## src/include/timer_pkg.sv

```systemverilog
/*
  Constants for the 16-bit timer/counter core: register offsets, field
  positions, reset values and mode encodings.
  Assumes a 32-bit bus where each byte-wide register takes one word.
*/
`default_nettype none
package timer_pkg;
  // ************************************************************
  // Register offsets (byte addresses, low address byte decoded)
  // ************************************************************
  localparam logic [7:0] OFS_CTRL_A = 8'h00;
  localparam logic [7:0] OFS_CTRL_B = 8'h04;
  localparam logic [7:0] OFS_CTRL_C = 8'h08;
  localparam logic [7:0] OFS_CNT_LO = 8'h0c;
  localparam logic [7:0] OFS_CNT_HI = 8'h10;
  localparam logic [7:0] OFS_CMPA_LO = 8'h14;
  localparam logic [7:0] OFS_CMPA_HI = 8'h18;
  localparam logic [7:0] OFS_CMPB_LO = 8'h1c;
  localparam logic [7:0] OFS_CMPB_HI = 8'h20;
  localparam logic [7:0] OFS_CAP_LO = 8'h24;
  localparam logic [7:0] OFS_CAP_HI = 8'h28;
  localparam logic [7:0] OFS_MASK = 8'h2c;
  localparam logic [7:0] OFS_FLAG = 8'h30;
  localparam logic [7:0] OFS_POWER = 8'h34;
  // ************************************************************
  // Field positions
  // ************************************************************
  localparam int MODE_LSB = 0;    // timer_ctrl_a[1:0]
  localparam int OUTB_LSB = 4;    // timer_ctrl_a[5:4]
  localparam int OUTA_LSB = 6;    // timer_ctrl_a[7:6]
  localparam int CS_LSB = 0;      // timer_ctrl_b[2:0]
  localparam int EDGE_BIT = 6;    // timer_ctrl_b: 1 = rising capture
  localparam int FILT_BIT = 7;    // timer_ctrl_b: noise filter on
  localparam int SRC_BIT = 0;     // timer_ctrl_c: 1 = comparator
  localparam int PWR_BIT = 0;     // timer_power_off_bit
  localparam int FLG_OVF = 0;
  localparam int FLG_CMPA = 1;
  localparam int FLG_CMPB = 2;
  localparam int FLG_CAP = 3;
  localparam int FLG_W = 4;
  // ************************************************************
  // Values and encodings
  // ************************************************************
  localparam logic [15:0] COUNT_FLOOR = 16'h0000;
  localparam logic [15:0] COUNT_MAX = 16'hffff;
  localparam logic [7:0] CTRL_RST = 8'h00;
  localparam logic [7:0] PWR_RST = 8'h00;
  localparam logic [9:0] PRE_MASK_8 = 10'h007;
  localparam logic [9:0] PRE_MASK_64 = 10'h03f;
  localparam logic [9:0] PRE_MASK_256 = 10'h0ff;
  localparam logic [9:0] PRE_MASK_1024 = 10'h3ff;
  localparam int FILT_DEPTH = 4;
  typedef enum logic [2:0] {
    CS_STOP = 3'b000, CS_SYS = 3'b001, CS_DIV8 = 3'b010,
    CS_DIV64 = 3'b011, CS_DIV256 = 3'b100, CS_DIV1024 = 3'b101,
    CS_EXT_FALL = 3'b110, CS_EXT_RISE = 3'b111
  } clk_sel_e;
  typedef enum logic [1:0] {
    MODE_NORMAL = 2'b00, MODE_CTC = 2'b01,
    MODE_PWM_CMPA = 2'b10, MODE_PWM_CAP = 2'b11
  } wave_mode_e;
  typedef enum logic [1:0] {
    OUT_OFF = 2'b00, OUT_TOGGLE = 2'b01,
    OUT_CLEAR = 2'b10, OUT_SET = 2'b11
  } out_mode_e;
endpackage : timer_pkg
`default_nettype wire

```

## src/hdl/noise_filter.sv

```systemverilog
/*
  Capture input noise filter: the output follows the input only after
  FILT_DEPTH equal samples in a row.
  Assumes an input already synchronous to clk_sys.
*/
`timescale 1ns/10ps
`default_nettype none
module noise_filter (
  input wire logic clk_sys,
  input wire logic sys_rst,
  input wire logic clk_en,
  input wire logic din,
  output logic dout
);
  import timer_pkg::*;
  logic [FILT_DEPTH-1:0] hist_ff;
  logic dout_ff;
  logic all_one;
  logic all_zero;
  // ************************************************************
  // Sample history and agreement
  // ************************************************************
  assign all_one = &hist_ff;
  assign all_zero = ~|hist_ff;
  assign dout = dout_ff;
  // Shift in samples, move output on full agreement
  always_ff @(posedge clk_sys or posedge sys_rst) begin
    if (sys_rst) begin
      hist_ff <= '0;
      dout_ff <= 1'b0;
    end else if (clk_en) begin
      hist_ff <= {hist_ff[FILT_DEPTH-2:0], din};
      if (all_one)
        dout_ff <= 1'b1;
      else if (all_zero)
        dout_ff <= 1'b0;
    end
  end
endmodule : noise_filter
`default_nettype wire

```

## src/hdl/timer16_compare_capture_core.sv

```systemverilog
/*
  16-bit timer/counter with two double-buffered compare units, one
  filtered input capture unit, selectable top and four flagged events.
  Software reaches byte-wide registers over an AHB-Lite slave; 16-bit
  values pass through one shared high-byte holding register.
  Assumes a single master, word transfers, pins synchronous to clk_sys.
*/
`timescale 1ns/10ps
`default_nettype none
// Behaviour
// - Count floor is all zeros, 0x0000.
// - Top is the fixed maximum, compare value A or the capture register, by mode.
// - Counter holds its value while no clock source is selected.
// - Both compare registers are compared with the count every cycle.
// - A compare match sets that unit's match flag.
// - Compare results drive PWM or frequency waves on the output pins.
// - A capture edge from pin or comparator latches the count, except while the capture register sets the top.
// - Capture path has a selectable digital noise filter.
// - Top comes from compare A, the capture register or the fixed maximum 0xFFFF.
// - Unit A makes no PWM output while compare A sets the top.
// - Compare A used as top is double buffered in PWM mode, not in CTC mode.
// - All flags sit in one register, each masked individually.
// - Four event sources: overflow, match A, match B, capture.
// - One 8-bit holding register serves all 16-bit registers.
// - Low-byte write loads holding byte and low byte together.
// - Count and capture low-byte reads copy the high byte into the holding register.
// - Compare register reads return both bytes directly.
// - Control registers are plain 8-bit with no access order.
module timer16_compare_capture_core (
  input wire logic clk_sys,
  input wire logic sys_rst,
  input wire logic clk_en,
  input wire logic hsel,
  input wire logic [31:0] haddr,
  input wire logic [1:0] htrans,
  input wire logic hwrite,
  input wire logic [2:0] hsize,
  input wire logic [31:0] hwdata,
  input wire logic hready,
  output logic [31:0] hrdata,
  output logic hreadyout,
  output logic hresp,
  input wire logic capture_pin,
  input wire logic comparator_out,
  input wire logic ext_count_pin,
  output logic wave_out_a,
  output logic wave_out_b,
  output logic irq_out
);
  import timer_pkg::*;

  // ************************************************************
  // Bus slave
  // ************************************************************
  logic accept;
  logic wr_pend_ff;
  logic rd_pend_ff;
  logic [7:0] addr_ff;
  logic hreadyout_ff;
  logic [31:0] hrdata_ff;
  logic [7:0] wdata;

  // Address phase taken on hready; reads add one wait state
  assign accept = hsel & htrans[1] & hready;
  assign wdata = hwdata[7:0];
  assign hrdata = hrdata_ff;
  assign hreadyout = hreadyout_ff;
  assign hresp = 1'b0;

  // Pending data phases
  always_ff @(posedge clk_sys or posedge sys_rst) begin
    if (sys_rst) begin
      wr_pend_ff <= 1'b0;
      rd_pend_ff <= 1'b0;
      addr_ff <= 8'h00;
      hreadyout_ff <= 1'b1;
    end else if (clk_en) begin
      wr_pend_ff <= accept & hwrite;
      rd_pend_ff <= accept & ~hwrite;
      hreadyout_ff <= ~(accept & ~hwrite);
      if (accept)
        addr_ff <= haddr[7:0];
    end
  end

  // ************************************************************
  // Address decode
  // ************************************************************
  logic is_ca, is_cb, is_cc, is_nl, is_nh, is_al, is_ah;
  logic is_bl, is_bh, is_pl, is_ph, is_mk, is_fl, is_pw;
  logic wr_nl, wr_al, wr_bl, wr_pl, wr_hi, rd_nl, rd_pl;
  assign is_ca = addr_ff == OFS_CTRL_A;
  assign is_cb = addr_ff == OFS_CTRL_B;
  assign is_cc = addr_ff == OFS_CTRL_C;
  assign is_nl = addr_ff == OFS_CNT_LO;
  assign is_nh = addr_ff == OFS_CNT_HI;
  assign is_al = addr_ff == OFS_CMPA_LO;
  assign is_ah = addr_ff == OFS_CMPA_HI;
  assign is_bl = addr_ff == OFS_CMPB_LO;
  assign is_bh = addr_ff == OFS_CMPB_HI;
  assign is_pl = addr_ff == OFS_CAP_LO;
  assign is_ph = addr_ff == OFS_CAP_HI;
  assign is_mk = addr_ff == OFS_MASK;
  assign is_fl = addr_ff == OFS_FLAG;
  assign is_pw = addr_ff == OFS_POWER;
  // Byte-pair strobes
  assign wr_nl = wr_pend_ff & is_nl;
  assign wr_al = wr_pend_ff & is_al;
  assign wr_bl = wr_pend_ff & is_bl;
  assign wr_pl = wr_pend_ff & is_pl;
  assign wr_hi = wr_pend_ff & (is_nh | is_ah | is_bh | is_ph);
  assign rd_nl = rd_pend_ff & is_nl;
  assign rd_pl = rd_pend_ff & is_pl;

  // ************************************************************
  // Control, mask and power registers
  // ************************************************************
  logic [7:0] ctrl_a_ff, ctrl_b_ff, ctrl_c_ff;
  logic [FLG_W-1:0] irq_mask_reg;
  logic pwr_off_ff;
  // Plain byte registers, written in any order
  always_ff @(posedge clk_sys or posedge sys_rst) begin
    if (sys_rst) begin
      ctrl_a_ff <= CTRL_RST;
      ctrl_b_ff <= CTRL_RST;
      ctrl_c_ff <= CTRL_RST;
      irq_mask_reg <= '0;
      pwr_off_ff <= PWR_RST[PWR_BIT];
    end else if (clk_en && wr_pend_ff) begin
      if (is_ca) ctrl_a_ff <= wdata;
      if (is_cb) ctrl_b_ff <= wdata;
      if (is_cc) ctrl_c_ff <= wdata;
      if (is_mk) irq_mask_reg <= wdata[FLG_W-1:0];
      if (is_pw) pwr_off_ff <= wdata[PWR_BIT];
    end
  end

  // ************************************************************
  // Mode and clock selection
  // ************************************************************
  wave_mode_e wmode;
  clk_sel_e csel;
  logic pwm, run, tick, ext_d_ff;
  logic [9:0] pre_ff;
  assign wmode = wave_mode_e'(ctrl_a_ff[MODE_LSB +: 2]);
  assign csel = clk_sel_e'(ctrl_b_ff[CS_LSB +: 3]);
  assign pwm = wmode == MODE_PWM_CMPA || wmode == MODE_PWM_CAP;
  assign run = ~pwr_off_ff;
  // Timer tick from the selected source, none when stopped
  assign tick = run & (
    (csel == CS_SYS) |
    (csel == CS_DIV8 && (pre_ff & PRE_MASK_8) == PRE_MASK_8) |
    (csel == CS_DIV64 && (pre_ff & PRE_MASK_64) == PRE_MASK_64) |
    (csel == CS_DIV256 && (pre_ff & PRE_MASK_256) == PRE_MASK_256) |
    (csel == CS_DIV1024 && pre_ff == PRE_MASK_1024) |
    (csel == CS_EXT_FALL && ext_d_ff && !ext_count_pin) |
    (csel == CS_EXT_RISE && !ext_d_ff && ext_count_pin));

  // Free-running prescaler and external pin history
  always_ff @(posedge clk_sys or posedge sys_rst) begin
    if (sys_rst) begin
      pre_ff <= 10'h000;
      ext_d_ff <= 1'b0;
    end else if (clk_en) begin
      pre_ff <= pre_ff + 10'h001;
      ext_d_ff <= ext_count_pin;
    end
  end

  // ************************************************************
  // Counter, holding register and top
  // ************************************************************
  logic [15:0] count_value, capture_value, top_val, nxt_count;
  logic [15:0] compare_value_a, compare_value_b, cmp_act_a, cmp_act_b;
  logic [7:0] hold_ff;
  logic at_top, top_ev, ovf_ev;
  // Top select: fixed maximum, compare A or capture register
  assign top_val = (wmode == MODE_NORMAL) ? COUNT_MAX :
                   (wmode == MODE_PWM_CAP) ? capture_value :
                   cmp_act_a;
  assign at_top = count_value == top_val;
  assign top_ev = tick & at_top;
  assign ovf_ev = pwm ? top_ev : (tick & count_value == COUNT_MAX);
  assign nxt_count = wr_nl ? {hold_ff, wdata} :
                     !tick ? count_value :
                     at_top ? COUNT_FLOOR :
                     count_value + 16'h0001;

  // Counter register
  always_ff @(posedge clk_sys or posedge sys_rst) begin
    if (sys_rst)
      count_value <= COUNT_FLOOR;
    else if (clk_en)
      count_value <= nxt_count;
  end

  // Shared high byte: loaded by high writes and by count or capture low reads
  always_ff @(posedge clk_sys or posedge sys_rst) begin
    if (sys_rst)
      hold_ff <= 8'h00;
    else if (clk_en) begin
      if (wr_hi)
        hold_ff <= wdata;
      else if (rd_nl)
        hold_ff <= count_value[15:8];
      else if (rd_pl)
        hold_ff <= capture_value[15:8];
    end
  end

  // Compare buffers and the copies in use; PWM copies at top
  always_ff @(posedge clk_sys or posedge sys_rst) begin
    if (sys_rst) begin
      compare_value_a <= COUNT_FLOOR;
      compare_value_b <= COUNT_FLOOR;
      cmp_act_a <= COUNT_FLOOR;
      cmp_act_b <= COUNT_FLOOR;
    end else if (clk_en) begin
      if (wr_al) compare_value_a <= {hold_ff, wdata};
      if (wr_bl) compare_value_b <= {hold_ff, wdata};
      if (!pwm || top_ev) begin
        cmp_act_a <= compare_value_a;
        cmp_act_b <= compare_value_b;
      end
    end
  end

  // ************************************************************
  // Compare match and wave outputs
  // ************************************************************
  logic match_a, match_b, mt_a_ff, mt_b_ff, ev_a, ev_b;
  assign match_a = count_value == cmp_act_a;
  assign match_b = count_value == cmp_act_b;
  assign ev_a = run & match_a & ~mt_a_ff;
  assign ev_b = run & match_b & ~mt_b_ff;
  // Previous match state; starts matched, count and copies reset equal
  always_ff @(posedge clk_sys or posedge sys_rst) begin
    if (sys_rst) begin
      mt_a_ff <= 1'b1;
      mt_b_ff <= 1'b1;
    end else if (clk_en) begin
      mt_a_ff <= match_a;
      mt_b_ff <= match_b;
    end
  end

  // Unit A loses PWM while compare A is the top
  wave_unit u_wave_a (
    .clk_sys(clk_sys),
    .sys_rst(sys_rst),
    .clk_en(clk_en),
    .match_ev(ev_a),
    .wrap_ev(top_ev),
    .pwm(pwm),
    .allow_pwm(wmode != MODE_PWM_CMPA),
    .omode(out_mode_e'(ctrl_a_ff[OUTA_LSB +: 2])),
    .wave(wave_out_a)
  );
  wave_unit u_wave_b (
    .clk_sys(clk_sys),
    .sys_rst(sys_rst),
    .clk_en(clk_en),
    .match_ev(ev_b),
    .wrap_ev(top_ev),
    .pwm(pwm),
    .allow_pwm(1'b1),
    .omode(out_mode_e'(ctrl_a_ff[OUTB_LSB +: 2])),
    .wave(wave_out_b)
  );

  // ************************************************************
  // Input capture
  // ************************************************************
  logic cap_src, cap_filt, cap_in, cap_d_ff, cap_edge, cap_ev;
  assign cap_src = ctrl_c_ff[SRC_BIT] ? comparator_out : capture_pin;
  assign cap_in = ctrl_b_ff[FILT_BIT] ? cap_filt : cap_src;
  assign cap_edge = ctrl_b_ff[EDGE_BIT] ? (cap_in & ~cap_d_ff) :
                                          (~cap_in & cap_d_ff);
  assign cap_ev = run & cap_edge & (wmode != MODE_PWM_CAP);

  noise_filter u_filter (
    .clk_sys(clk_sys),
    .sys_rst(sys_rst),
    .clk_en(clk_en),
    .din(cap_src),
    .dout(cap_filt)
  );

  // Capture register: latched on an edge, writable as top
  always_ff @(posedge clk_sys or posedge sys_rst) begin
    if (sys_rst) begin
      cap_d_ff <= 1'b0;
      capture_value <= COUNT_FLOOR;
    end else if (clk_en) begin
      cap_d_ff <= cap_in;
      if (wr_pl)
        capture_value <= {hold_ff, wdata};
      else if (cap_ev)
        capture_value <= count_value;
    end
  end

  // ************************************************************
  // Event flags and request line
  // ************************************************************
  logic [FLG_W-1:0] irq_flag_reg, flag_set, flag_clr;
  logic irq_out_ff;
  assign flag_set = {cap_ev, ev_b, ev_a, ovf_ev};
  assign flag_clr = (wr_pend_ff & is_fl) ? wdata[FLG_W-1:0] : '0;
  assign irq_out = irq_out_ff;
  // Write one clears; a new event wins over the clear
  always_ff @(posedge clk_sys or posedge sys_rst) begin
    if (sys_rst) begin
      irq_flag_reg <= '0;
      irq_out_ff <= 1'b0;
    end else if (clk_en) begin
      irq_flag_reg <= (irq_flag_reg & ~flag_clr) | flag_set;
      irq_out_ff <= |(irq_flag_reg & irq_mask_reg);
    end
  end

  // ************************************************************
  // Read data
  // ************************************************************
  logic [7:0] rd_byte;
  assign rd_byte =
    is_ca ? ctrl_a_ff : is_cb ? ctrl_b_ff : is_cc ? ctrl_c_ff :
    is_nl ? count_value[7:0] : is_nh ? hold_ff :
    is_al ? compare_value_a[7:0] :
    is_ah ? compare_value_a[15:8] :
    is_bl ? compare_value_b[7:0] :
    is_bh ? compare_value_b[15:8] :
    is_pl ? capture_value[7:0] : is_ph ? hold_ff :
    is_mk ? {{(8-FLG_W){1'b0}}, irq_mask_reg} :
    is_fl ? {{(8-FLG_W){1'b0}}, irq_flag_reg} :
    is_pw ? {7'h00, pwr_off_ff} : 8'h00;
  // Read data loaded in the wait state
  always_ff @(posedge clk_sys or posedge sys_rst) begin
    if (sys_rst)
      hrdata_ff <= 32'h0000_0000;
    else if (clk_en && rd_pend_ff)
      hrdata_ff <= {24'h00_0000, rd_byte};
  end

  // ************************************************************
  // Checks
  // ************************************************************
  a_floor_after_top:
    assert property (@(posedge clk_sys) disable iff (sys_rst)
      clk_en && top_ev && !wr_nl |=> count_value == COUNT_FLOOR)
    else $error("count did not return to floor after top");
  a_stop_holds_count:
    assert property (@(posedge clk_sys) disable iff (sys_rst)
      csel == CS_STOP && !wr_nl |=> $stable(count_value))
    else $error("count moved with no clock source");
  a_match_sets_flag:
    assert property (@(posedge clk_sys) disable iff (sys_rst)
      clk_en && ev_a |=> irq_flag_reg[FLG_CMPA])
    else $error("match A did not set its flag");
  a_capture_latch:
    assert property (@(posedge clk_sys) disable iff (sys_rst)
      clk_en && cap_ev && !wr_pl |=> capture_value == $past(count_value))
    else $error("capture did not latch the count");
  a_low_read_holds:
    assert property (@(posedge clk_sys) disable iff (sys_rst)
      clk_en && rd_nl |=> hold_ff == $past(count_value[15:8])
        && hrdata_ff[7:0] == $past(count_value[7:0]))
    else $error("low read did not load the holding byte");
  a_low_write_joins:
    assert property (@(posedge clk_sys) disable iff (sys_rst)
      clk_en && wr_hi ##2 clk_en && wr_nl
        |=> count_value == {$past(wdata, 3), $past(wdata)})
    else $error("16-bit write did not join both bytes");
  a_mask_gates_irq:
    assert property (@(posedge clk_sys) disable iff (sys_rst)
      clk_en && irq_mask_reg == '0 ##1 clk_en |-> !irq_out)
    else $error("request raised with all sources masked");
  a_top_buffered:
    assert property (@(posedge clk_sys) disable iff (sys_rst)
      clk_en && pwm && !top_ev |=> $stable(cmp_act_a))
    else $error("compare A top changed away from top");
  a_power_off_frozen:
    assert property (@(posedge clk_sys) disable iff (sys_rst)
      pwr_off_ff && !wr_nl |=> $stable(count_value) && !$rose(irq_flag_reg[FLG_OVF]))
    else $error("timer ran while powered off");
endmodule : timer16_compare_capture_core
`default_nettype wire

```

## src/hdl/wave_unit.sv

```systemverilog
/*
  One compare output stage: toggles, clears or sets its pin on a
  compare match and, in PWM, restores it when the count wraps to the floor.
  Assumes one-cycle event pulses from the counter core.
*/
`timescale 1ns/10ps
`default_nettype none
module wave_unit (
  input wire logic clk_sys,
  input wire logic sys_rst,
  input wire logic clk_en,
  input wire logic match_ev,
  input wire logic wrap_ev,
  input wire logic pwm,
  input wire logic allow_pwm,
  input wire timer_pkg::out_mode_e omode,
  output logic wave
);
  import timer_pkg::*;
  logic wave_ff;
  logic nxt_wave;
  logic pwm_ok;
  // ************************************************************
  // Output decision
  // ************************************************************
  assign pwm_ok = pwm & allow_pwm;
  assign nxt_wave =
    (omode == OUT_TOGGLE && match_ev) ? ~wave_ff :
    (omode == OUT_CLEAR && match_ev && (!pwm || pwm_ok)) ? 1'b0 :
    (omode == OUT_SET && match_ev && (!pwm || pwm_ok)) ? 1'b1 :
    (omode == OUT_CLEAR && wrap_ev && pwm_ok) ? 1'b1 :
    (omode == OUT_SET && wrap_ev && pwm_ok) ? 1'b0 : wave_ff;
  assign wave = wave_ff;
  // Pin register
  always_ff @(posedge clk_sys or posedge sys_rst) begin
    if (sys_rst)
      wave_ff <= 1'b0;
    else if (clk_en)
      wave_ff <= nxt_wave;
  end
endmodule : wave_unit
`default_nettype wire

```

## config.mk

```make
export PLATFORM = sky130hd
export DESIGN_NAME = timer16_compare_capture_core
export DESIGN_NICKNAME = d
export VERILOG_FILES = /design/src/include/timer_pkg.sv /design/src/hdl/noise_filter.sv /design/src/hdl/timer16_compare_capture_core.sv /design/src/hdl/wave_unit.sv
export SDC_FILE = /design/constraint.sdc
export NUM_CORES = 1
export LEC_CHECK = 0
export BUFFER_PORTS_ARGS = -buffer_cell sky130_fd_sc_hd__buf_2
export CAP_MARGIN = 20
export CORE_MARGIN = 10
export CORE_UTILIZATION = 25
export DETAILED_ROUTE_END_ITERATION = 12
export GPL_TIMING_DRIVEN = 1
export SLEW_MARGIN = 20
export SYNTH_ARGS = -nofsm -noshare
export SYNTH_HDL_FRONTEND = slang
export SYNTH_HIERARCHICAL = 1
export SYNTH_SLANG_ARGS = --single-unit
```

## constraint.sdc

```tcl
create_clock -name clk_sys -period 7 [get_ports clk_sys]
set_input_delay 0.7 -clock clk_sys [delete_from_list [all_inputs] [get_ports clk_sys]]
set_output_delay 0.7 -clock clk_sys [all_outputs]
set_load 0.005 [all_outputs]
```

==> flow_summary.rst <==
.. list-table::
   :header-rows: 1

   * - Metric
     - Value
   * - Post-DP HPWL
     - 24,150 µm
   * - Least-Margin Pin Slew
     - 1.165 ns
   * - Die ar.
     - 50,340 µm²
   * - Number of global-route vias before repair
     - approximately 8,300
   * - Relative slew slack
     - 22.35%
   * - Synth unique cells
     - a little over 80
   * - Initial core utilization
     - between 20% and 30%
   * - Path class of the lowest-slack min-delay path
     - in -> async
   * - Vias
     - between 8,000 and 9,000
   * - Die H
     - 224.4 µm
   * - DIE WIDTH
     - approximately 220 µm
   * - Mean area per synthesized cell
     - roughly 10 µm²
   * - Area of all placed cells without fillers
     - about 12,000 µm²
   * - CTS Sinks
     - 178
   * - Placement Rows
     - between 70 and 80
   * - Clock tree root driver cell
     - sky130_fd_sc_hd__clkbuf_16
   * - Wire length of the first global-routing pass
     - about 53,000 µm
   * - Post-layout nets
     - around 1,100
   * - Setup TNS
     - 0 ns
   * - Global-route usage over all layers
     - a little over an eighth
   * - Post-synthesis instance total
     - between 1,000 and 1,500
   * - Hold buffer count at cts
     - 0
   * - Clock latency on the worst-skew pair
     - ~0.45 ns
   * - Netlist Area Pre-Place
     - 10,440 µm²
   * - Data required time at the worst endpoint
     - approximately 7.3 ns
   * - Setup slack on the worst flop-to-flop path
     - 3.15 ns
   * - Overall Power
     - 2.924 mW
   * - Filler instances
     - about 4,300
   * - Avg Vias per Cell
     - between 5 and 6
   * - Setup WS post-layout
     - 3.151 ns
   * - Final Hold Vio Count
     - 0
   * - Io pins
     - roughly 120
   * - Post CTS Setup Buffer Count
     - 0
   * - Number of optimization iterations in the first detailed-route pass
     - 5
   * - Critical path fanouts, max
     - 13
   * - Antenna cells
     - 0
   * - Max-cap violation count
     - 0
   * - Dominant cells by area after synthesis
     - sky130_fd_sc_hd__dfrtp_1 (42%), sky130_fd_sc_hd__mux2_2 (10%), sky130_fd_sc_hd__mux2_4 (4.3%)
   * - Clk pin slew, worst setup/hold paths
     - around 0.070 ns
   * - Largest area contributor in the synthesized netlist
     - sky130_fd_sc_hd__dfrtp_1
   * - Area growth syn-to-layout
     - 12.59%
   * - Minimum setup slack after placement
     - around 3.3 ns
   * - Peak ir drop on the vdd network
     - ~0.16 mV
   * - Max H-tree Level
     - 4
   * - Routability congestion estimate
     - between 0.9 and 1
   * - Upper clock frequency limit
     - between 200 and 300 MHz
   * - Deepest clock path buffer count
     - 2
   * - Result of the run
     - finished, final reports clean
   * - # setup viols final
     - 0
   * - Warnings from Yosys
     - 6
   * - Startpoint-to-endpoint class of the critical path
     - reg -> reg
   * - Worst-case hold slack
     - around 0.14 ns
   * - Reg2Reg Depth
     - 8
   * - Most instantiated cells after synthesis
     - sky130_fd_sc_hd__dfrtp_1 (175), sky130_fd_sc_hd__mux2_2 (93), sky130_fd_sc_hd__nand2_1 (65)
   * - TritonCTS Buffers
     - 17
   * - PD cells
     - around 250 nW/µm²
   * - RSZ-0062 raised after global routing
     - false
   * - Register area
     - 4458 µm²
   * - Startpoint of the lowest-slack register-to-register path
     - ctrl_a_ff[0]$_DFFE_PP0P_
   * - Area of the placeable core
     - 41,110 µm²
   * - Final worst-path cycle share
     - 54.99%
   * - Setup crit start kind
     - flip-flop
   * - Routed len/inst
     - about 22 µm
   * - R2r endpoint
     - u_wave_b/wave$_DFFE_PP0P_
   * - Ratio of cells with drive above 1 in the final layout
     - about 23%
   * - Number of gates resized after cts
     - 0
   * - Residual DRC
     - 0
   * - Multi-input combinational cell area
     - between 5000 and 6000 µm²
   * - Worst Setup End Kind
     - flip-flop
   * - Pins Over Slew Limit
     - 0
   * - Largest net degree at the start of global routing
     - 101
   * - Count leader, synth
     - sky130_fd_sc_hd__dfrtp_1
   * - Initial antenna violation count
     - 0
   * - Min Clock Period, post-route
     - between 3 and 4 ns
   * - Detailed-route wire length
     - roughly 34,000 µm
   * - Arrival time of data at the critical path endpoint
     - 4.19 ns
   * - Static power due to leakage
     - 5.207 nW
   * - #FFs+latches synth
     - 178
   * - TritonCTS clock tree
     - built
   * - Placed inst area
     - 11,110 µm²
   * - Count of flip-flops with a built-in enable after synthesis
     - 0
   * - Share of flip-flops with an asynchronous set or reset
     - 100.0%
   * - Share of the synthesized area in the top cell type
     - 41.94%
   * - Detailed router's first-iteration violation count
     - roughly 940
   * - Share of synthesized area occupied by flip-flops and latches
     - a little over two fifths
   * - Post-synth top flop
     - sky130_fd_sc_hd__dfrtp_1
   * - Worst clock skew
     - roughly 0.014 ns
   * - Gr ovfl total
     - 0
   * - Antenna violation net count after detailed routing
     - 0
   * - IO buf count
     - 37
==> worst max-delay path, cell delays in order (launching register included) <==
cell	delay [ns]
sky130_fd_sc_hd__dfrtp_1	0.64
sky130_fd_sc_hd__xnor2_1	0.44
sky130_fd_sc_hd__o311ai_0	0.45
sky130_fd_sc_hd__nand3_1	0.47
sky130_fd_sc_hd__nor4_4	0.76
sky130_fd_sc_hd__and2_1	0.34
sky130_fd_sc_hd__a21oi_1	0.12
sky130_fd_sc_hd__o311a_1	0.31
sky130_fd_sc_hd__a31oi_1	0.20
==> cells by family after synthesis <==
kind of cell | after synthesis | share of synthesized area [%]
other cells | 2 | 0.07192
compound gates | 249 | 16.28
mux | 153 | 17.34
fa+ha+maj | 3 | 0.3595
xor+xnor | 41 | 3.439
flops | 178 | 42.69
buf+inv | 113 | 5.260
simple gates | 287 | 14.56
==> layer usage <==
layer / track usage, % / share of wire, % / routed length, µm / vias up
met4: 4.584 / 2.6 / 879 / 0
li1: - / - / - / 3778
met3: 3.201 / 8.8 / 2996 / 56
met5: 0 / 0 / 0 / -
met2: 20.22 / 44 / 15050 / 384
met1: 18.55 / 45 / 15280 / 4249
==> metrics by stage <==
| step | utilization [%] | cells |
|---|---|---|
| after floorplan | - | 1052 |
| after global placement | 27.03 | 1548 |
| after detailed placement | 27.03 | 1548 |
| after CTS | 28.55 | 1580 |
| after global routing | 28.60 | 1581 |
| final | 28.60 | 1581 |
==> cell type report <==
type | count | area share [%]
Clock buffer | 18 | 3.735
Clock inverter | 14 | 1.564
Inverter | 24 | 0.8088
Multi-Input combinational cell | 761 | 47.59
Sequential cell | 178 | 37.92
Tap cell | 532 | 5.661
Timing Repair Buffer | 54 | 2.724
==> worst max path at each step <==
stage | from | end | slack, ns
2_1_floorplan | sys_rst | addr_ff[0]$_DFFE_PP0P_ | 1.67
3_3_place_gp | ctrl_a_ff[0]$_DFFE_PP0P_ | u_wave_b/wave$_DFFE_PP0P_ | 3.30
3_5_place_dp | ctrl_a_ff[0]$_DFFE_PP0P_ | u_wave_b/wave$_DFFE_PP0P_ | 3.27
4_1_cts | ctrl_a_ff[0]$_DFFE_PP0P_ | u_wave_b/wave$_DFFE_PP0P_ | 3.25
5_1_grt | ctrl_a_ff[0]$_DFFE_PP0P_ | u_wave_b/wave$_DFFE_PP0P_ | 3.02
6_report | ctrl_a_ff[0]$_DFFE_PP0P_ | u_wave_b/wave$_DFFE_PP0P_ | 3.15
==> power by group <==
group | switching, mW | leakage, nW | total (mW) | internal [mW]
Combinational | 0.374 | 2.68 | 0.631 | 0.257
Clock | 0.490 | 0.296 | 1.02 | 0.526
Sequential | 0.159 | 2.23 | 1.28 | 1.12
==> layout by cell type, fill, tap and decap left out, drive strengths merged, types with 14 or more instances in the layout <==
master  instances
a21oi          61
a22oi          14
conb           28
nor2           64
buf            54
dfrtp         175
o22ai          15
clkbuf         18
xor2           28
nor3           20
o21ai          45
nand2          65
nand4          14
inv            30
mux2          123
nand3          27
mux2i          29
nor2b          14
(Power assumes the default switching activity.)
